<file path="config.mk">
export PLATFORM = sky130hd
export DESIGN_NAME = timer_event_counter_16bit
export DESIGN_NICKNAME = d
export VERILOG_FILES = /design/src/timer_event_counter_16bit.v /design/src/edge_sync.v
export VERILOG_INCLUDE_DIRS = /design/src
export SDC_FILE = /design/constraint.sdc
export NUM_CORES = 1
export LEC_CHECK = 0
export ABC_CLOCK_PERIOD_IN_PS = 6400
export BUFFER_PORTS_ARGS = -buffer_cell sky130_fd_sc_hd__buf_2
export CAP_MARGIN = 20
export CORE_MARGIN = 4
export CORE_UTILIZATION = 52
export CTS_BUF_LIST = sky130_fd_sc_hd__clkbuf_8 sky130_fd_sc_hd__clkbuf_16
export CTS_CLUSTER_DIAMETER = 150
export DETAILED_ROUTE_END_ITERATION = 7
export PLACE_DENSITY_LB_ADDON = 0.3
export SLEW_MARGIN = 5
export SYNTH_ARGS = -nofsm -noshare
export SYNTH_HDL_FRONTEND = slang
export SYNTH_SLANG_ARGS = --single-unit
export TNS_END_PERCENT = 30
</file>
<file path="constraint.sdc">
create_clock -name i_core_clk -period 6.4 [get_ports i_core_clk]
set_clock_uncertainty 0.2 [all_clocks]
set_input_delay 0 -clock i_core_clk [delete_from_list [all_inputs] [get_ports i_core_clk]]
set_output_delay 0 -clock i_core_clk [all_outputs]
set_load 0.02 [all_outputs]
</file>
<file path="src/tec16_map.vh">
// Register map, field positions and codes for the 16-bit timer/event counter.
`ifndef TEC16_MAP_VH
`define TEC16_MAP_VH
`define ADDR_CC_A 16'hff12
`define ADDR_CC_A_HI 16'hff13
`define ADDR_CC_B 16'hff14
`define ADDR_CC_B_HI 16'hff15
`define ADDR_MODE_CONTROL 16'hffba
`define ADDR_CC_CONTROL 16'hffbc
`define ADDR_OUTPUT_CONTROL 16'hffbd
`define ADDR_PRESCALE 16'hffbb
`define ADDR_COUNT 16'hff10
`define ADDR_COUNT_HI 16'hff11
`define RST16 16'h0000
`define RST8 8'h00
`define COUNT_MAX 16'hffff
`define COUNT_ONE 16'h0001
`define RUN_STOP 2'b00
`define RUN_FREE 2'b01
`define RUN_CLR_EDGE 2'b10
`define RUN_CLR_MATCH 2'b11
`define EDGE_FALL 2'b00
`define EDGE_RISE 2'b01
`define EDGE_BOTH 2'b11
`define MC_OVF 0
`define MC_INV 1
`define MC_RUN_LO 2
`define MC_RUN_HI 3
`define CC_A_CAPT 0
`define CC_A_SRC 1
`define CC_B_CAPT 2
`define OC_ENABLE 0
`define OC_INV_A 1
`define OC_LVR 2
`define OC_LVS 3
`define OC_INV_B 4
`define OC_ONESHOT 5
`define OC_TRIG 6
`define PS_EA_LO 4
`define PS_EA_HI 5
`define PS_EB_LO 6
`define PS_EB_HI 7
`endif

</file>
<file path="src/timer_event_counter_16bit.v">
// 16-bit timer/event counter with two capture/compare registers.
//
// Notes on behaviour
// RULE1 - Counter increments on each count enable while running.
// RULE2 - Counter reads live when running, else zero.
// RULE3 - Counter clears at reset and on stop.
// RULE4 - Run field: stop, free, edge clear, match clear.
// RULE5 - Edge clear mode restarts counter on edge_in_a.
// RULE6 - Match clear mode restarts counter on A match.
// RULE7 - One-shot restarts on software trigger or edge; the code ignores the edge in match clear mode.
// RULE8 - Counter reads never capture into register B.
// RULE9 - Compare A matches continuously, raises match_irq_a.
// RULE10 - Compare B matches continuously, raises match_irq_b.
// RULE11 - No capture into a register in compare mode.
// RULE12 - Edge select: 00 fall, 01 rise, 11 both.
// RULE13 - Source one captures A on reverse edge.
// RULE14 - Reverse capture silent; edge_in_b gives irq A.
// RULE15 - Source zero captures A on edge_in_b, irq.
// RULE16 - Capture B on edge_in_a, raise irq B.
// RULE17 - Compare zero first matches on zero-to-one step.
// RULE18 - Software keeps compare values within range.
// RULE19 - Captured value held; rewrite after mode change.
// RULE20 - Stop before switching capture to compare.
// RULE21 - Write A only when stopped, 16-bit access.
// RULE22 - Mode control rewritten only to stop/clear flag.
// RULE23 - Overflow flag sets on wrap to zero.
// RULE24 - Capture pulses last two extra count periods.
// RULE25 - Both edge inputs synchronised before detection.
`timescale 1ns/10ps
`include "tec16_map.vh"
module timer_event_counter_16bit #(
  parameter WIDTH = 16
) (
  // Clock and reset
  input wire i_core_clk,
  input wire i_arst_n,
  // Selected count clock as a one-cycle enable
  input wire i_count_en,
  // Memory bus, one byte per access
  input wire [15:0] i_addr,
  input wire i_wr,
  input wire i_rd,
  input wire [7:0] i_wdata,
  output reg [7:0] o_rdata,
  // External pins
  input wire i_edge_in_a,
  input wire i_edge_in_b,
  output reg o_timer_out,
  // Interrupt requests, one-cycle pulses
  output reg o_match_irq_a,
  output reg o_match_irq_b
);
  reg [WIDTH-1:0] count_value;
  reg [WIDTH-1:0] compare_capture_a;
  reg [WIDTH-1:0] compare_capture_b;
  reg [7:0] mode_control;
  reg [7:0] cc_control;
  reg [7:0] output_control;
  reg [7:0] prescale_edge_select;
  reg [7:0] wlatch_a;
  reg [7:0] wlatch_b;
  reg [7:0] rlatch;
  reg tout;
  reg [WIDTH-1:0] next_count;
  reg next_irq_a;
  reg next_irq_b;
  reg next_tout;
  reg ovf_set;
  reg [7:0] next_rdata;
  reg [7:0] next_rlatch;
  wire [1:0] run_mode;
  wire running;
  wire valid_a;
  wire reverse_a;
  wire valid_b;
  wire edge_restart;
  wire match_a;
  wire match_b;
  wire sw_trigger;
  wire oneshot_mode;
  wire wr_mode;
  wire wr_cc_ctl;
  wire wr_prescale;
  wire wr_out_ctl;
  wire wr_a_lo;
  wire wr_a_hi;
  wire wr_b_lo;
  wire wr_b_hi;
  wire capt_a;
  wire capt_b;
  wire irq_from_b;

  function sel_hit;
    input [15:0] addr;
    input [15:0] target;
    input strobe;
    begin
      sel_hit = strobe && (addr == target);
    end
  endfunction

  // ---------------------------------------------------------------
  // Bus write decode
  // ---------------------------------------------------------------
  // Every register is one byte lane; a 16-bit register pairs a latch
  // for its low byte with the write of its high byte.
  assign wr_mode = sel_hit(i_addr, `ADDR_MODE_CONTROL, i_wr);
  assign wr_cc_ctl = sel_hit(i_addr, `ADDR_CC_CONTROL, i_wr);
  assign wr_prescale = sel_hit(i_addr, `ADDR_PRESCALE, i_wr);
  assign wr_out_ctl = sel_hit(i_addr, `ADDR_OUTPUT_CONTROL, i_wr);
  assign wr_a_lo = sel_hit(i_addr, `ADDR_CC_A, i_wr);
  assign wr_a_hi = sel_hit(i_addr, `ADDR_CC_A_HI, i_wr); // RULE21
  assign wr_b_lo = sel_hit(i_addr, `ADDR_CC_B, i_wr);
  assign wr_b_hi = sel_hit(i_addr, `ADDR_CC_B_HI, i_wr);

  // ---------------------------------------------------------------
  // Edge inputs
  // ---------------------------------------------------------------
  edge_sync u_sync_a (
    .i_core_clk(i_core_clk),
    .i_arst_n(i_arst_n),
    .i_pin(i_edge_in_a),
    .i_sel(prescale_edge_select[`PS_EA_HI:`PS_EA_LO]),
    .o_valid(valid_a),
    .o_reverse(reverse_a)
  );
  edge_sync u_sync_b (
    .i_core_clk(i_core_clk),
    .i_arst_n(i_arst_n),
    .i_pin(i_edge_in_b),
    .i_sel(prescale_edge_select[`PS_EB_HI:`PS_EB_LO]),
    .o_valid(valid_b),
    .o_reverse()
  );

  // ---------------------------------------------------------------
  // Counter control
  // ---------------------------------------------------------------
  assign run_mode = mode_control[`MC_RUN_HI:`MC_RUN_LO]; // RULE4
  assign running = (run_mode != `RUN_STOP);
  assign oneshot_mode = output_control[`OC_ONESHOT];
  assign sw_trigger = wr_out_ctl & i_wdata[`OC_TRIG] & oneshot_mode;
  // Compare matches are taken on the count enable that leaves the
  // matching value, so a compare of zero is first seen on the step
  // from zero to one rather than straight after start or clear.
  assign match_a = running && i_count_en && !cc_control[`CC_A_CAPT] &&
    (count_value == compare_capture_a); // RULE9 RULE17
  assign match_b = running && i_count_en && !cc_control[`CC_B_CAPT] &&
    (count_value == compare_capture_b); // RULE10 RULE17
  assign edge_restart = valid_a && (run_mode == `RUN_CLR_EDGE ||
    (oneshot_mode && run_mode != `RUN_CLR_MATCH)); // RULE5 RULE7

  // Captures run only while counting and only in capture mode, so a
  // register set up for compare is never overwritten by a trigger.
  assign capt_a = running && cc_control[`CC_A_CAPT] &&
    (cc_control[`CC_A_SRC] ? reverse_a : valid_b); // RULE11 RULE13
  assign capt_b = running && cc_control[`CC_B_CAPT] &&
    valid_a; // RULE11 RULE16
  assign irq_from_b = running && cc_control[`CC_A_CAPT] &&
    valid_b; // RULE14 RULE15

  always @* begin
    next_count = count_value;
    ovf_set = 1'b0;
    if (!running) begin
      next_count = `RST16; // RULE3
    end else if (edge_restart || sw_trigger) begin
      next_count = `RST16; // RULE5 RULE7
    end else if (run_mode == `RUN_CLR_MATCH && match_a) begin
      next_count = `RST16; // RULE6
    end else if (i_count_en) begin
      next_count = count_value + `COUNT_ONE; // RULE1
      if (count_value == `COUNT_MAX) begin
        ovf_set = 1'b1; // RULE23
      end
    end
  end

  // ---------------------------------------------------------------
  // Interrupt requests
  // ---------------------------------------------------------------
  // Irq A: compare match, capture from edge_in_b, or the external
  // interrupt form when A captures on the reverse edge of edge_in_a.
  always @* begin
    next_irq_a = match_a;
    next_irq_b = match_b;
    if (irq_from_b) begin
      next_irq_a = 1'b1; // RULE14 RULE15
    end
    if (capt_b) begin
      next_irq_b = 1'b1; // RULE16
    end
  end

  // ---------------------------------------------------------------
  // Timer output
  // ---------------------------------------------------------------
  // The level set and reset bits act once when written; none is stored.
  always @* begin
    next_tout = tout;
    if ((match_a && mode_control[`MC_INV] && output_control[`OC_INV_A]) ^
        (match_b && output_control[`OC_INV_B])) begin
      next_tout = ~tout;
    end
    if (wr_out_ctl) begin
      if (i_wdata[`OC_LVS]) begin
        next_tout = 1'b1;
      end else if (i_wdata[`OC_LVR]) begin
        next_tout = 1'b0;
      end
    end
  end

  // ---------------------------------------------------------------
  // Read path
  // ---------------------------------------------------------------
  // A low-byte count read snapshots the high byte so a 16-bit read is
  // coherent; no read ever touches register B.
  always @* begin
    next_rdata = `RST8;
    next_rlatch = rlatch;
    if (i_rd) begin // RULE8
      case (i_addr)
        `ADDR_COUNT: begin
          next_rdata = running ? count_value[7:0] : `RST8; // RULE2
          next_rlatch = running ? count_value[15:8] : `RST8;
        end
        `ADDR_COUNT_HI: next_rdata = running ? rlatch : `RST8; // RULE2
        `ADDR_CC_A: next_rdata = compare_capture_a[7:0];
        `ADDR_CC_A_HI: next_rdata = compare_capture_a[15:8];
        `ADDR_CC_B: next_rdata = compare_capture_b[7:0];
        `ADDR_CC_B_HI: next_rdata = compare_capture_b[15:8];
        `ADDR_MODE_CONTROL: next_rdata = mode_control;
        `ADDR_CC_CONTROL: next_rdata = cc_control;
        `ADDR_PRESCALE: next_rdata = prescale_edge_select;
        `ADDR_OUTPUT_CONTROL: next_rdata = output_control;
        default: next_rdata = `RST8;
      endcase
    end
  end

  // ---------------------------------------------------------------
  // Registers and state
  // ---------------------------------------------------------------
  always @(posedge i_core_clk or negedge i_arst_n) begin
    if (!i_arst_n) begin
      count_value <= `RST16; // RULE3
      compare_capture_a <= `RST16;
      compare_capture_b <= `RST16;
      mode_control <= `RST8;
      cc_control <= `RST8;
      output_control <= `RST8;
      prescale_edge_select <= `RST8;
      wlatch_a <= `RST8;
      wlatch_b <= `RST8;
      rlatch <= `RST8;
      tout <= 1'b0;
      o_timer_out <= 1'b0;
      o_match_irq_a <= 1'b0;
      o_match_irq_b <= 1'b0;
      o_rdata <= `RST8;
    end else begin
      count_value <= next_count;
      tout <= next_tout;
      o_timer_out <= next_tout & output_control[`OC_ENABLE];
      o_match_irq_a <= next_irq_a;
      o_match_irq_b <= next_irq_b;
      // Overflow set wins over a software clear in the same cycle.
      if (wr_mode) begin // RULE22
        mode_control <= {4'h0, i_wdata[3:1],
          i_wdata[`MC_OVF] | ovf_set};
      end else if (ovf_set) begin
        mode_control[`MC_OVF] <= 1'b1; // RULE23
      end
      if (wr_cc_ctl) begin
        cc_control <= {5'h00, i_wdata[2:0]};
      end
      if (wr_prescale) begin
        prescale_edge_select <= i_wdata;
      end
      if (wr_out_ctl) begin
        output_control <= {3'h0, i_wdata[4], 2'h0, i_wdata[1:0]} |
          {2'h0, i_wdata[5], 5'h00};
      end
      // Capture/compare A: low byte held until the high byte lands.
      if (wr_a_lo) begin
        wlatch_a <= i_wdata;
      end
      if (wr_a_hi) begin // RULE21
        compare_capture_a <= {i_wdata, wlatch_a};
      end else if (capt_a) begin
        compare_capture_a <= count_value; // RULE13 RULE15 RULE19
      end
      if (wr_b_lo) begin
        wlatch_b <= i_wdata;
      end
      if (wr_b_hi) begin
        compare_capture_b <= {i_wdata, wlatch_b};
      end else if (capt_b) begin
        compare_capture_b <= count_value; // RULE16 RULE11
      end
      o_rdata <= next_rdata;
      rlatch <= next_rlatch;
    end
  end
endmodule

</file>
<file path="src/edge_sync.v">
// Input synchroniser and valid-edge detector for one external pin.
`timescale 1ns/10ps
`include "tec16_map.vh"
module edge_sync (
  // Clock and reset
  input wire i_core_clk,
  input wire i_arst_n,
  // Pin and edge selection
  input wire i_pin,
  input wire [1:0] i_sel,
  // Detected edges, one-cycle pulses
  output reg o_valid,
  output reg o_reverse
);
  reg meta;
  reg sync;
  reg prev;
  wire rise;
  wire fall;

  assign rise = sync & ~prev;
  assign fall = ~sync & prev;

  // The first stage feeds only the second stage.
  always @(posedge i_core_clk or negedge i_arst_n) begin // RULE25
    if (!i_arst_n) begin
      meta <= 1'b0;
      sync <= 1'b0;
      prev <= 1'b0;
      o_valid <= 1'b0;
      o_reverse <= 1'b0;
    end else begin
      meta <= i_pin;
      sync <= meta;
      prev <= sync;
      case (i_sel) // RULE12
        `EDGE_FALL: begin
          o_valid <= fall;
          o_reverse <= rise;
        end
        `EDGE_RISE: begin
          o_valid <= rise;
          o_reverse <= fall;
        end
        `EDGE_BOTH: begin
          o_valid <= rise | fall;
          o_reverse <= 1'b0; // RULE13
        end
        default: begin
          o_valid <= 1'b0;
          o_reverse <= 1'b0;
        end
      endcase
    end
  end
endmodule

</file>
# [Word level (Yosys, flattened, before mapping)]
# Cells that the tools add are included.
[totals] mem_count=0 mem_bits_ro=0 input_bits=31 wordCells=129 ram_bits=0 latch_bits=0 reg_bits=116
[op_classes] n_div=0 n_reduce_logical=35 magnitude_cmp=0 n_shift=0 multipliers=0 eq_ne=21 muxes=30 bitwise=17 addsub=1
[ops] cell="16-bit equality test (second input constant)" count=11
[ops] cell="16-bit two-way mux" count=8
[ops] cell="8-bit one-hot mux with 10 select lines" count=1
[ops] cell="16-bit equality test" count=2
[ops] cell="8-bit two-way mux" count=4
[ops] cell="1-bit logical AND" count=24
[ops] cell="16-bit by 1-bit adder with 16-bit output (second input constant)" count=1
[ops] cell="1-bit two-way mux" count=14
[ops] cell="2-bit equality test (second input constant)" count=4
[ops] cell="2-bit nonzero test" count=4
[ops] cell="1-bit bitwise AND" count=7
[ops] cell="5-bit by 6-bit bitwise OR with 6-bit output" count=1
[ops] cell="1-bit one-hot mux with 3 select lines" count=2
[ops] cell="1-bit inverter" count=5
[ops] cell="2-bit by 1-bit equality test with 1-bit output (second input constant)" count=2
[ops] cell="2-bit zero test" count=2
[ops] cell="4-bit by 2-bit inequality test with 1-bit output (second input constant)" count=1
[ops] cell="1-bit bitwise OR" count=3
[ops] cell="1-bit zero test" count=2
[ops] cell="1-bit logical OR" count=2
[ops] cell="2-bit inequality test (second input constant)" count=1
[ops] cell="1-bit one-hot mux with 2 select lines" count=1
[ops] cell="2-bit AND reduction" count=1
[ops] cell="1-bit bitwise XOR" count=1

# [Depth between registers and ports, before layout]
[depth] ltp_word=12 depth_mapped=8 mapped_depth_nobuf=6

# [Modules after synthesis]
# A second synthesis with hierarchy kept.
[unflattened] cells_unflattened=553 area_unflattened_um2=5778.0
[by_module_without_submodules] mod="timer_event_counter_16bit" area_each_um2=5395.2 seq_area_each_um2=2577.5 n_inst=1 cells_per_inst=525
[by_module_without_submodules] mod="edge_sync" area_each_um2=191.4 seq_area_each_um2=125.1 n_inst=2 cells_per_inst=14

# [Worst setup path before layout]
# No wires, ideal clock.
[synth_path] kind="register to register" start="register count_value[4]" end="register o_timer_out" setup_ps=82 path_stages_with_launch=8 t_arrival_ps=2045 synth_period_minus_slack_ps=2327 path_buffers=1 setup_slack_ps=4073 path_cell_list="dfrtp_1 buf_6 xor2_2 or4_4 nor4_2 nand4_1 or4b_1 a31oi_1"
[synth_via] elab_chain_len=10 word_cells_on_any_way=13 cone_classes="eq/ne (2); mux (4); bitwise (2); reduce/logical (5)"
[synth_lines] element="from (decl)" line="timer_event_counter_16bit.v:53" rtl="reg [WIDTH-1:0] count_value;"
[synth_lines] element="from (signal assigned)" line="timer_event_counter_16bit.v:247" rtl="count_value <= `RST16;"
[synth_lines] element="from (signal assigned)" line="timer_event_counter_16bit.v:263" rtl="count_value <= next_count;"
[synth_lines] element="16-bit equality test" line="timer_event_counter_16bit.v:147" rtl="(count_value == compare_capture_a);"
[synth_lines] element="1-bit logical AND" line="timer_event_counter_16bit.v:146" rtl="assign match_a = running && i_count_en && !cc_control[`CC_A_CAPT] &&"
[synth_lines] element="1-bit logical AND (2 in a row)" line="timer_event_counter_16bit.v:201" rtl="if ((match_a && mode_control[`MC_INV] && output_control[`OC_INV_A]) ^"
[synth_lines] element="1-bit bitwise XOR (*)" line="timer_event_counter_16bit.v:201"
[synth_lines] element="1-bit two-way mux (*)" line="timer_event_counter_16bit.v:201"
[synth_lines] element="1-bit two-way mux" line="timer_event_counter_16bit.v:208" rtl="end else if (i_wdata[`OC_LVR]) begin"
[synth_lines] element="1-bit two-way mux" line="timer_event_counter_16bit.v:206" rtl="if (i_wdata[`OC_LVS]) begin"
[synth_lines] element="1-bit two-way mux (*)" line="timer_event_counter_16bit.v:205" rtl="if (wr_out_ctl) begin"
[synth_lines] element="1-bit bitwise AND (*)" line="timer_event_counter_16bit.v:265" rtl="o_timer_out <= next_tout & output_control[`OC_ENABLE];"
[synth_lines] element="to (signal assigned)" line="timer_event_counter_16bit.v:265"
[synth_lines] element="to (decl)" line="timer_event_counter_16bit.v:48" rtl="output reg o_timer_out,"
# Every way passes the cells marked *; elsewhere a longest branch is shown, timed or not.
# A chain may end at the register's enable or synchronous reset.

# [Final worst setup path]
[layout_path] start="register count_value[14]" end="register count_value[8]"
[layout_via] elab_chain_len=6 word_cells_on_any_way=7 cone_classes="eq/ne (2); mux (3); reduce/logical (2)"
[layout_lines] element="16-bit equality test (*)" line="timer_event_counter_16bit.v:147"
[layout_lines] element="1-bit logical AND (*)" line="timer_event_counter_16bit.v:146"
[layout_lines] element="1-bit logical AND (*)" line="timer_event_counter_16bit.v:169" rtl="end else if (run_mode == `RUN_CLR_MATCH && match_a) begin"
[layout_lines] element="16-bit two-way mux" line="timer_event_counter_16bit.v:169"
[layout_lines] element="16-bit two-way mux" line="timer_event_counter_16bit.v:167" rtl="end else if (edge_restart || sw_trigger) begin"
[layout_lines] element="16-bit two-way mux" line="timer_event_counter_16bit.v:165" rtl="if (!running) begin"
# Marks and branches as above.

==> summary.md <==
| Metric | Value |
|---|---|
| Status | finished, final reports clean |
| Residual DRC | 0 |
| Total GRT Usage | 27.6% |
| Startpoint types | flip-flop |
| Compound-gate portion of the synthesized area | 13.3% |
| Final period utilization | 45.2% |
| Num ports | 42 |
| Diode count | 0 |
| Clock Path Buffers | 2 |
| CTS H-tree depth | 3 |
| Post-synthesis mux area share | 11.1% |
| Clock transition at path regs | 0.10 ns |
| Power Internal | 892 uW |
| Switching share of power | 25.3% |
| Clock Sinks | 112 |
| R2r worst-path depth | 6 |
| Mapped Area | 5830 sq um |
| Share of cells above drive strength 1 | 15.0% |
| Fraction of registers with async set/reset | 100% |
| Die Ht | 114 um |
| Detailed Routing Iterations Pass 1 | 5 |
| Critical path arrival | 2.95 ns |
| Cell with the most instances after synthesis | dfrtp_1 |
| CP max stage delay | 0.67 ns |
| Die area | 13000 sq um |
| Post-synthesis adder-cell area fraction | 1.07% |
| Number of global-route vias before repair | 4690 |
| Post-synth EDFFs | 0 |
| Detailed-route via count | 4720 |
| Critical path's slowest cell | o21ai_1 |
| Count of input and output buffers | 41 |
| Largest net degree at the start of global routing | 65 |
| WS Path Type | flip-flop to flip-flop |
| Grt total ovfl | 0 |
| Routability congestion estimate | 1.03 |
| Core area | 10900 sq um |
| PD cells | 183 nW/um^2 |
| Max-Slew Margin vs Limit | 41.7% |
| Comb pwr share | 4.7% |
| CTS resizes | 0 |
| Register area share after synthesis | 48.0% |
| Initial antenna violation count | 0 |
| #FFs+latches synth | 112 |
| Leak Pwr | 2.74 nW |
| Clk_lat worst skew | 0.40 ns |
| Post-layout min period | 2.89 ns |
| Synth area leaders | dfrtp_1, mux2i_1, xor2_1 |
| Post-synthesis net count | 611 |
| Avg Synthesized Cell Area | 10.1 sq um |
| Inst Count DP | 724 |
| Fin nets | 652 |
| Synth area leader | dfrtp_1 |
| Largest family of logic cells by synthesized area | simple AND/OR/NAND/NOR gates |
| Top cell type's share of synthesized area | 48.0% |
| Post-Synthesis Cells | 575 |
| Final Non-Filler Cells | 761 |
| Post-CTS Setup Inserts | 0 |
| Worst Hold Class | input pin to flip-flop |
| Ys flop type | dfrtp_1 |
| Final Hold Viols | 0 |
| Syn-to-layout area delta | 11.8% |
| Final setup TNS | 0 ns |
| Crit-path max FO | 11 |
| Initial DRC count | 436 |
| Max Cap Viol | 0 |
| RSZ-0062 raised after global routing | no |
| Final WL | 17.2 mm |
| Global-route wire length before repair | 26.7 mm |
| Yosys cell types | 57 |
| Simple-Gate Fraction of Synth Area | 16.1% |
| Initial Utilization | 53.6% |
| CP Cell Sequence | xor2_1 > nor4_1 > nand4_1 > or2_1 > o21ai_1 > nor2_1 |
| WHS Path Cells | 2 |
| Clk pwr share | 35.6% |
| Post-synthesis xor/xnor area fraction | 6.59% |
| Routed len/inst | 22.6 um |
| Worst vdd ir | 0.175 mV |
| Row cnt | 38 |
| Worst slew pin tran | 0.870 ns |
| NetSw | 302 uW |
| CTS tree | done |
| Crit path capture type | flip-flop |
| Root Driver | clkbuf_8 |
| Synth Warn # | 0 |
| Top cells by count, synth | dfrtp_1, nor2_1, nand2_1 |
| Via/cell ratio | 6.20 |
| Max Slew Vio Count | 0 |
| Final Setup Violations | 0 |
| DP HPWL | 12.3 mm |
| Sequential power share | 59.7% |
| Chip Width | 114 um |
| Achievable frequency | 346 MHz |
| Antenna viol nets, final | 0 |
| CTS Buf Count | 9 |
| Worst path required time | 6.45 ns |
layer usage:
metal / vias up / GRT usage, % / part of all wire [%] / wire length (um)
li1: 2133 / - / - / -
met5: - / 0 / 0 / 0
met4: 0 / 13.8 / 4.7 / 811
met3: 58 / 7.00 / 7.6 / 1320
met1: 2317 / 37.4 / 42 / 7230
met2: 212 / 41.5 / 46 / 7870
what timing repair did:
item / in CTS / in global routing
setup endpoints to repair: 0 / 0
hold buffers: 18 / 0
endpoints found under the hold margin: 119 / 0
area by class of cell:
class | count | area (sq um)
flip-flops and latches | 112 | 2800
multi-input cells | 412 | 2810
clock buffers | 10 | 138
repair buffers | 65 | 482
inverters | 16 | 60.1
clock inverters | 6 | 56.3
fillers | 930 | 4370
well taps | 140 | 175
worst max-delay path: cells and delay by family (launching register included):
| kind | cells | cell delay, ns |
|---|---|---|
| AO/OA/AOI/OAI | 1 | 0.67 |
| XOR/XNOR | 1 | 0.21 |
| flip-flops | 1 | 0.56 |
| AND/OR/NAND/NOR | 4 | 1.11 |
power groups by stage:
stage | Sequential [mW] | Clock, mW | Combinational, mW
global placement | 0.727 | 0 | 0.0451
CTS | 0.713 | 0.442 | 0.0564
detailed placement | 0.727 | 0 | 0.0469
global route | 0.714 | 0.468 | 0.0625
floorplan | 0.726 | 0 | 0.0121
finish | 0.713 | 0.425 | 0.0559
cells by family (layout without fill, tap and decap cells):
family | Yosys count | count (layout)
AND/OR/NAND/NOR | 184 | 184
AO/OA/AOI/OAI | 119 | 119
flip-flops | 112 | 112
multiplexers | 61 | 61
buffers and inverters | 51 | 97
XOR/XNOR | 43 | 43
adder cells (fa/ha/maj) | 5 | 5
state kept, by name, summed over array words and instances (netlist names), 3 cells and up:
signal	cells
count_value	16
rlatch	8
mode_control	4
wlatch_b	8
prescale_edge_select	8
output_control	4
o_rdata	8
cc_control	3
compare_capture_a	16
compare_capture_b	16
wlatch_a	8
metrics by stage:
| stage | worst slack [ns] | util, % | total power [mW] | hold slack (ns) | instance area, sq um |
|---|---|---|---|---|---|
| floorplan | 4.07 | - | 0.738 | -0.496 | 5830 |
| global route | 3.31 | 59.9 | 1.24 | 0.0423 | 6520 |
| global placement | 3.08 | 55.8 | 0.772 | -0.161 | 6070 |
| detailed placement | 3.11 | 55.8 | 0.774 | -0.152 | 6070 |
| finish | 3.51 | 59.9 | 1.19 | 0.0468 | 6520 |
| CTS | 3.51 | 59.4 | 1.21 | 0.0157 | 6460 |
layout by cell type, fill, tap and decap left out, types with 12 or more instances in the layout:
cell type,Yosys,final
nor2_1,64,64
mux2i_1,33,33
a22o_1,14,14
xor2_1,31,31
nand2_1,50,50
buf_2,12,40
nand3_1,12,12
dfrtp_1,112,112
o21ai_0,12,12
a21oi_1,37,37
inv_1,16,16
mux2_2,17,17
nand4_1,13,13
dlygate4sd3_1,0,17
worst paths after layout:
path | startpoint | end | slack (ns)
max | count_value[14] | count_value[8] | 3.51
min | i_edge_in_a | u_sync_a.meta | 0.05
max reg2reg | count_value[14] | count_value[8] | 3.51
min reg2reg | u_sync_a.meta | u_sync_a.sync | 0.15
max in group asynchronous | i_arst_n | u_sync_a.o_valid | 4.72
min in group asynchronous | i_arst_n | rlatch[2] | 0.47
Note: power is estimated with default switching activity, not from simulation.
